===== src/ecc_ctl_pkg.sv =====
// Contract
// - Checking is off after reset.
// - Writing zero to the enable bit stops checking.
// - Check bits are always generated and stored, even while checking is off.
// - Errors from an invalid instruction cache line are ignored (the code ignores only tag source errors; data source errors still report).
// - An uncorrectable error raises an exception.
// - Every read of a register with a two-bit error raises another exception.
// - A handler-loop event line is driven on the event outputs.
// - Armed tag injection corrupts the tag write at next line fill start.
// - A field returns to idle after its injection is carried out.
// - Injected tag error is reported after the jump target is reached.
// - Armed data injection corrupts the next fill; second execution detects it.
// - Instruction memory is written only for corrections, never injected.
// - Data-side injection into shared memory reports at fetched jump target.
package ecc_ctl_pkg;
  // ==========================================================================
  // Injection field encoding
  typedef enum logic [1:0] {
    injection_idle = 2'h0,
    inject_one_bit = 2'h1,
    inject_two_bits = 2'h2
  } inj_mode_e;
  localparam logic [1:0] INJ_RESET = 2'h0;
  localparam logic CHECK_EN_RESET = 1'b0;
  // ==========================================================================
  // Protected arrays (injection targets)
  localparam int NUM_TGT = 4;
  localparam int TGT_ICACHE_TAG_INJECT_FIELD = 0;
  localparam int TGT_ICACHE_DATA_INJECT_FIELD = 1;
  localparam int TGT_RF = 2;
  localparam int TGT_DATA_COUPLED_MEMORY = 3;
  localparam int NUM_SRC = 6;
  localparam int SRC_ICACHE_TAG_INJECT_FIELD = 0;
  localparam int SRC_ICACHE_DATA_INJECT_FIELD = 1;
  localparam int SRC_RF = 2;
  localparam int SRC_DATA_COUPLED_MEMORY = 3;
  localparam int SRC_INSTR_COUPLED_MEMORY = 4;
  localparam int SRC_TLB = 5;
  // Check bits flipped per mode
  localparam logic [1:0] FLIP_ONE = 2'h1;
  localparam logic [1:0] FLIP_TWO = 2'h3;
endpackage


===== src/ecc_inj_if.sv =====
interface ecc_inj_if;
  logic [1:0] mode;
  logic write_fire;
  logic [1:0] flip_mask;
  logic done;
  modport ctl(output mode, write_fire, input flip_mask, done);
  modport slot(input mode, write_fire, output flip_mask, done);
endinterface


===== src/ecc_control.sv =====
module ecc_control
  import ecc_ctl_pkg::*;
(
  // Clock and reset
  input wire logic clk,
  input wire logic rst_b,
  // Control register writes
  input wire logic cfg_wr,
  input wire logic cfg_wdata,
  input wire logic inj_wr,
  input wire logic [2*NUM_TGT-1:0] inj_wdata,
  // Control register state
  output logic code_check_enable_bit,
  output logic [2*NUM_TGT-1:0] fault_injection_control,
  // Protected array write strobes (tag fill start, data fill, reg write, data store)
  input wire logic [NUM_TGT-1:0] arr_write,
  output logic [2*NUM_TGT-1:0] arr_flip,
  // Decoder results per source
  input wire logic [NUM_SRC-1:0] det_single,
  input wire logic [NUM_SRC-1:0] det_double,
  input wire logic icache_line_valid,
  input wire logic in_handler,
  // Exceptions and events
  output logic ecc_exception,
  output logic [NUM_SRC-1:0] corr_event,
  output logic handler_loop_event
);
  // ==========================================================================
  // Registers
  logic check_en_reg, check_en_next;
  logic [2*NUM_TGT-1:0] inj_reg, inj_next;
  logic exc_reg, exc_next;
  logic [NUM_SRC-1:0] corr_reg, corr_next;
  logic loop_reg, loop_next;
  logic [NUM_TGT-1:0] done_w;
  logic [NUM_SRC-1:0] valid_src;
  logic [2*NUM_TGT-1:0] flip_w;

  // ==========================================================================
  // One injection slot per array; check bits are always produced, the flip
  // mask only perturbs them, so disabling checking never skips the store
  genvar g;
  generate
    for (g = 0; g < NUM_TGT; g++) begin : g_slot
      ecc_inj_if sif();
      assign sif.mode = inj_reg[2*g +: 2];
      assign sif.write_fire = arr_write[g];
      assign flip_w[2*g +: 2] = sif.flip_mask;
      assign done_w[g] = sif.done;
      ecc_inj_slot u_slot (
        .port(sif.slot)
      );
    end
  endgenerate

  // Instruction memory has no slot: it is only written by correction
  assign valid_src = {{(NUM_SRC-1){1'b1}}, icache_line_valid};

  // ==========================================================================
  // Next state
  always_comb begin
    check_en_next = check_en_reg;
    inj_next = inj_reg;
    if (cfg_wr) begin
      check_en_next = cfg_wdata;
    end
    if (inj_wr) begin
      inj_next = inj_wdata;
    end
    // Completion wins over a same-cycle write so the armed fault is not repeated
    for (int i = 0; i < NUM_TGT; i++) begin
      if (done_w[i]) begin
        inj_next[2*i +: 2] = INJ_RESET;
      end
    end
    // Line valid bit gates only tag source detection (line invalid); data source is not gated
    corr_next = check_en_reg ? (det_single & valid_src) : '0;
    exc_next = check_en_reg && |(det_double & valid_src);
    loop_next = exc_next && in_handler;
  end

  // ==========================================================================
  // Registers
  always_ff @(posedge clk or negedge rst_b) begin
    if (!rst_b) begin
      check_en_reg <= CHECK_EN_RESET;
      inj_reg <= '0;
      exc_reg <= 1'b0;
      corr_reg <= '0;
      loop_reg <= 1'b0;
    end else begin
      check_en_reg <= check_en_next;
      inj_reg <= inj_next;
      exc_reg <= exc_next;
      corr_reg <= corr_next;
      loop_reg <= loop_next;
    end
  end

  assign code_check_enable_bit = check_en_reg;
  assign fault_injection_control = inj_reg;
  assign arr_flip = flip_w;
  assign ecc_exception = exc_reg;
  assign corr_event = corr_reg;
  assign handler_loop_event = loop_reg;
endmodule


===== src/ecc_inj_slot.sv =====
module ecc_inj_slot
  import ecc_ctl_pkg::*;
(
  ecc_inj_if.slot port
);
  // ==========================================================================
  // Corruption mask for one array write
  always_comb begin
    port.flip_mask = 2'h0;
    port.done = 1'b0;
    if (port.write_fire) begin
      case (port.mode)
        inject_one_bit: begin
          port.flip_mask = FLIP_ONE;
          port.done = 1'b1;
        end
        inject_two_bits: begin
          port.flip_mask = FLIP_TWO;
          port.done = 1'b1;
        end
        default: begin
          port.flip_mask = 2'h0;
        end
      endcase
    end
  end
endmodule


===== config.mk =====
export PLATFORM = sky130hd
export DESIGN_NAME = ecc_control
export DESIGN_NICKNAME = d
export VERILOG_FILES = /design/src/ecc_ctl_pkg.sv /design/src/ecc_inj_if.sv /design/src/ecc_control.sv /design/src/ecc_inj_slot.sv
export SDC_FILE = /design/constraint.sdc
export NUM_CORES = 1
export LEC_CHECK = 0
export BUFFER_PORTS_ARGS = -buffer_cell sky130_fd_sc_hd__buf_2
export CORE_MARGIN = 1
export CORE_UTILIZATION = 41
export DETAILED_ROUTE_END_ITERATION = 7
export PLACE_DENSITY = 0.92
export SYNTH_ARGS = -nofsm -noshare
export SYNTH_HDL_FRONTEND = slang
export SYNTH_SLANG_ARGS = --single-unit

===== constraint.sdc =====
create_clock -name clk -period 2.4 [get_ports clk]
set_clock_uncertainty 0.2 [all_clocks]
set_input_delay 0.24 -clock clk [delete_from_list [all_inputs] [get_ports clk]]
set_output_delay 0.24 -clock clk [all_outputs]
set_load 0.05 [all_outputs]

==> results of run 1 <==
repair_timing:
action,in CTS,in global routing
endpoints found under the setup margin,0,0
setup buffers,0,0
endpoints found under the hold margin,25,0
hold buffers,9,0
worst max-delay path by stage:
stage                                           startpoint                                      to  slack, ns  cells after the start
finish              fault_injection_control[4]$_DFFE_PN0P_                             arr_flip[4]       0.48                      4
global route        fault_injection_control[0]$_DFFE_PN0P_                             arr_flip[0]       0.39                      4
CTS                 fault_injection_control[4]$_DFFE_PN0P_                             arr_flip[4]       0.48                      4
detailed placement  fault_injection_control[4]$_DFFE_PN0P_                             arr_flip[4]       0.80                      4
global placement    fault_injection_control[2]$_DFFE_PN0P_                             arr_flip[2]       0.83                      4
floorplan           fault_injection_control[0]$_DFFE_PN0P_  fault_injection_control[0]$_DFFE_PN0P_       0.17                      4
logic make-up after synthesis:
logic type,synth area share
AND/OR/NAND/NOR,0.1894
flip-flops,0.5648
multiplexers,0.1213
buffers and inverters,0.03488
adder cells (fa/ha/maj),0.06645
AO/OA/AOI/OAI,0.02326
final cells by class:
| type | instances | area share |
|---|---|---|
| clock buffer | 4 | 0.02256 |
| inverter | 4 | 0.01289 |
| multi-input combinational | 40 | 0.2589 |
| sequential | 17 | 0.3652 |
| tap | 25 | 0.02685 |
| timing repair buffer | 64 | 0.3136 |
power by group through the flow:
| stage | logic (mW) | clock network, mW | registers, mW |
|---|---|---|---|
| floorplan | 0.183 | 0 | 0.519 |
| global placement | 0.447 | 0 | 0.360 |
| detailed placement | 0.460 | 0 | 0.364 |
| CTS | 0.472 | 0.150 | 0.359 |
| global route | 0.502 | 0.165 | 0.363 |
| finish | 0.468 | 0.146 | 0.358 |
sequential cells by signal, summed over array words and instances (netlist names):
signal,cells
code_check_enable_bit,1
corr_event,6
ecc_exception,1
fault_injection_control,8
handler_loop_event,1
cell usage after synthesis (all sizes together):
library cell  count  area, um2
dfrtp            17      425.4
and2              9      56.30
mux2i             8      80.08
nor2              8      30.03
ha                4      50.05
inv               4      15.01
nor2b             4      25.02
a21oi             2      10.01
a21boi            1      7.510
and3              1      6.260
buf               1      11.26
mux2              1      11.26
nand2             1      3.750
nor4              1      21.27
worst max-delay path, cell delays in order (launching register included):
cell	delay [ns]
dfrtp_1	0.37
inv_1	0.05
ha_1	0.29
nor2b_1	0.20
buf_2	0.30
metal layers:
metal / track usage / vias to the layer above / part of all wire / wire, um
li1: - / 338 / - / -
met1: 0.1775 / 326 / 0.38 / 618
met2: 0.3618 / 37 / 0.53 / 874
met3: 0.04000 / 0 / 0.091 / 149
met4: 0.05455 / 0 / 0 / 0
met5: 0 / - / 0 / 0
==> flow_metrics.tcl, run 1 <==
set metrics [dict create \
    status "complete, no violations" \
    critPathKind "flop to output port" \
    cap_violations 0 \
    n_antenna_cell 0 \
    final-setup-viol-count 0 \
    start_kind "flop" \
    synth_area_um2 753.2 \
    total_power_mw 0.9720 \
    post-place-cells 141 \
    globalplace.congestion 0.6569 \
    wl_per_cell_um 10.66 \
    fin_crit_sh 0.8004 \
    synth_fp_nets 97 \
    p_clk_frac 0.150 \
    drv_slew 0 \
    h-tree-depth 1 \
    first_pass_iters 3 \
    grt_pass1_wl_um 2608 \
    path_clk_slew_ns 0.09 \
    design.core.area_um2 1727 \
    fp.dieH_um 44.86 \
    cellPowerDensity_nw_per_um2 834.4 \
    rrSetupSlack_ns 1.11 \
    timing.final.ws_setup_ns 0.4791 \
    placed_area_um2 1049 \
    area_delta_synth_final_pct 54.65 \
    avgSynthCellArea_um2 12.15 \
    io_pins 56 \
    hold_path.class "input port to flop" \
    layout_min_cycle_time_ns 1.921 \
    hold_violations 0 \
    via_per_inst 4.552 \
    final_nets 165 \
    cp.required_ns 1.96 \
    intPower_mw 0.5159 \
    whs_ns 0.004624 \
    p_comb_frac 0.482 \
    yosysSeqAreaShare 0.5648 \
    syn_inst 62 \
    clk_path_buf_depth 2 \
    cts_sinks 17 \
    first_global_vias 707 \
    pre_cts_ws_ns 0.7974 \
    rr_startpoint "fault_injection_control[4]$_DFFE_PN0P_" \
    clock_tree.root_cell "clkbuf_4" \
    die_area_um2 2012 \
    crit_fanout 3 \
    setup_tns_ns 0 \
    drc_errors 0 \
    start_util 0.4362 \
    reg2regPathDepth 4 \
    seqPwrFrac 0.368 \
    rsz0062_at_grt "false" \
    instances_no_fill 154 \
    final_common_cell "buf_2" \
    dpl.hpwl_um 1245 \
    die_x_um 44.86 \
    cts_tree "done" \
    worstMarginPinSlew_ns 0.3687 \
    drt_wl_total_um 1642 \
    grt_util_all_layers 0.1790 \
    end_kind "output port" \
    worstPathArrival_ns 1.48 \
    yosys_warnings 0 \
    p_leak_nw 0.6683 \
    multi_input_area_um2 301.5 \
    switching_share 0.4692 \
    grt_max_degree 18 \
    ir_worst_vdd_mv 0.5493 \
    port_buffers 55 \
    final_cell_mix "55 x buf_2, 17 x dfrtp_1, 9 x and2_1, 9 x dlygate4sd3_1" \
    min_to "code_check_enable_bit$_DFFE_PN0P_" \
    clock_latency_ns 0.28 \
    relSlewSlack 0.7542 \
    ys_ff_latch 17 \
    hold_depth 2 \
    antenna_left 0 \
    drive_above_1_share 0.4651 \
    reg2reg_to "fault_injection_control[4]$_DFFE_PN0P_" \
    design_area_um2 1165 \
    num-fill-cells 134 \
    ys_types 14 \
    antenna_found_initial 0 \
    drt_iter0_drc 3 \
    overflow 0 \
    hold_start "cfg_wr" \
    row_count 15 \
    final_util 0.6746 \
    fmax_mhz 520.6 \
    vias 701 \
    cts_made_buffers 3 \
    switchingPower_mw 0.4561 \
    cts_resized 0 \
    layout.area.seq_um2 425.4 \
]
Note: power is estimated with default switching activity, not from simulation.
==> run 2, diff against run 1 <==
CORE_UTILIZATION = 38   (was 41)
PLACE_DENSITY = 0.87   (was 0.92)
clock period = 1.9 ns   (was 2.4 ns; I/O delays follow)
==> flow_metrics.tcl, run 2 (synthesis gave the netlist of run 1 again) <==
set metrics [dict create \
    cts_resized 0 \
    h-tree-depth 1 \
    switching_share 0.4636 \
    cts_made_buffers 3 \
    whs_ns 0.002516 \
    ir_worst_vdd_mv 0.6406 \
    antenna_left 0 \
    port_buffers 55 \
    antenna_found_initial 0 \
    start_kind "flop" \
    final_nets 179 \
    reg2reg_to "fault_injection_control[7]$_DFFE_PN0P_" \
    design.core.area_um2 1783 \
    crit_fanout 3 \
    grt_util_all_layers 0.2148 \
    drv_slew 0 \
    io_pins 56 \
    die_x_um 46.52 \
    dpl.hpwl_um 1240 \
    cts_sinks 17 \
    rrSetupSlack_ns 0.11 \
    rsz0062_at_grt "false" \
    clock_latency_ns 0.29 \
    setup_tns_ns 0 \
    cp.required_ns 1.51 \
    status "complete, no violations" \
    n_antenna_cell 0 \
    drc_errors 0 \
    end_kind "output port" \
    row_count 15 \
    critPathKind "flop to output port" \
    path_delay_family "flip-flops" \
    intPower_mw 0.7107 \
    reg2regPathDepth 5 \
    grt_pass1_wl_um 3105 \
    cts_hold_buf 23 \
    hold_path.class "input port to flop" \
    cts_setup_buffers 0 \
    p_clk_frac 0.146 \
    path_buf_inv 2 \
    final_common_cell "buf_2" \
    worstSetupStartpoint "fault_injection_control[4]$_DFFE_PN0P_" \
    crit_cells 4 \
    cellPowerDensity_nw_per_um2 992.4 \
    drt_wl_total_um 1970 \
    fmax_mhz 549.3 \
    final-setup-viol-count 0 \
    final_cell_mix "55 x buf_2, 23 x dlygate4sd3_1, 17 x dfrtp_1" \
    vias 751 \
    total_power_mw 1.325 \
    largest_reg_flops 8 \
    wl_per_cell_um 11.73 \
    endpoint "arr_flip[4]" \
    fp.dieH_um 46.52 \
    die_area_um2 2164 \
    via_per_inst 4.470 \
    switchingPower_mw 0.6143 \
    fin_crit_sh 0.9582 \
    worstMarginPinSlew_ns 0.3803 \
    overflow 0 \
    drt_iter0_drc 3 \
    rr_startpoint "fault_injection_control[6]$_DFFE_PN0P_" \
    relSlewSlack 0.7464 \
    first_global_vias 771 \
    grt_max_degree 18 \
    seqPwrFrac 0.342 \
    p_leak_nw 0.7510 \
    crit_path_max_incr_delay_ns 0.38 \
    critPathSlowestCell "dfrtp_1" \
    p_comb_frac 0.512 \
    area_delta_synth_final_pct 77.24 \
    clk_path_buf_depth 2 \
    cts_tree "done" \
    cp_cell_sequence "inv_1 > ha_1 > nor2b_4 > buf_2" \
    hold_violations 0 \
    start_util 0.4225 \
    path_clk_slew_ns 0.09 \
    cap_violations 0 \
    globalplace.congestion 0.7405 \
    worstPathArrival_ns 1.43 \
    drive_above_1_share 0.4476 \
    first_pass_iters 4 \
    layout_min_cycle_time_ns 1.821 \
    clock_tree.root_cell "clkbuf_4" \
]
[run 2: worst min-delay path by stage]
stage | depth (start not counted) | slack [ns] | start | endpoint
6_report | 3 | 0.003 | arr_write[0] | fault_injection_control[0]$_DFFE_PN0P_
3_3_place_gp | 1 | -0.08 | rst_b | code_check_enable_bit$_DFFE_PN0P_
5_1_grt | 3 | 0.006 | arr_write[2] | fault_injection_control[5]$_DFFE_PN0P_
2_1_floorplan | 0 | -0.31 | rst_b | code_check_enable_bit$_DFFE_PN0P_
3_5_place_dp | 1 | -0.07 | rst_b | corr_event[2]$_DFF_PN0_
4_1_cts | 3 | 0.0008 | arr_write[0] | fault_injection_control[0]$_DFFE_PN0P_
[run 2: stage by stage]
step	cells	util	area (um2)	worst slack (ns)
after floorplan	62	-	783.3	0.1274
after global placement	141	0.6049	1079	0.4188
after detailed placement	141	0.6049	1079	0.3957
after CTS	168	0.7488	1335	0.05402
after global routing	168	0.7488	1335	0.004126
final	168	0.7488	1335	0.07936
[run 2: final cells by class]
cell class / count / area (um2)
well taps: 25 / 31.28
repair buffers: 78 / 505.5
multi-input cells: 40 / 331.6
clock buffers: 4 / 26.28
inverters: 4 / 15.01
flip-flops and latches: 17 / 425.4
fillers: 128 / 447.9
[run 2: layer usage]
metal,track usage,share of wire
met1,0.2450,0.40
met2,0.3694,0.50
met3,0.05098,0.084
met4,0.1059,0.016
met5,0,0
[run 2: power by group through the flow]
stage	Sequential, mW	Clock [mW]	Combinational (mW)
detailed placement	0.459	0	0.628
global placement	0.454	0	0.616
global route	0.460	0.217	0.725
floorplan	0.656	0	0.281
CTS	0.452	0.204	0.678
finish	0.454	0.193	0.678
[run 2: worst reg2reg max path: stages (launching register included)]
cell and delay, ns:
dfrtp_1 0.38, inv_1 0.05, ha_1 0.32, nor2b_4 0.13, nor2_1 0.05, dlygate4sd3_1 0.56
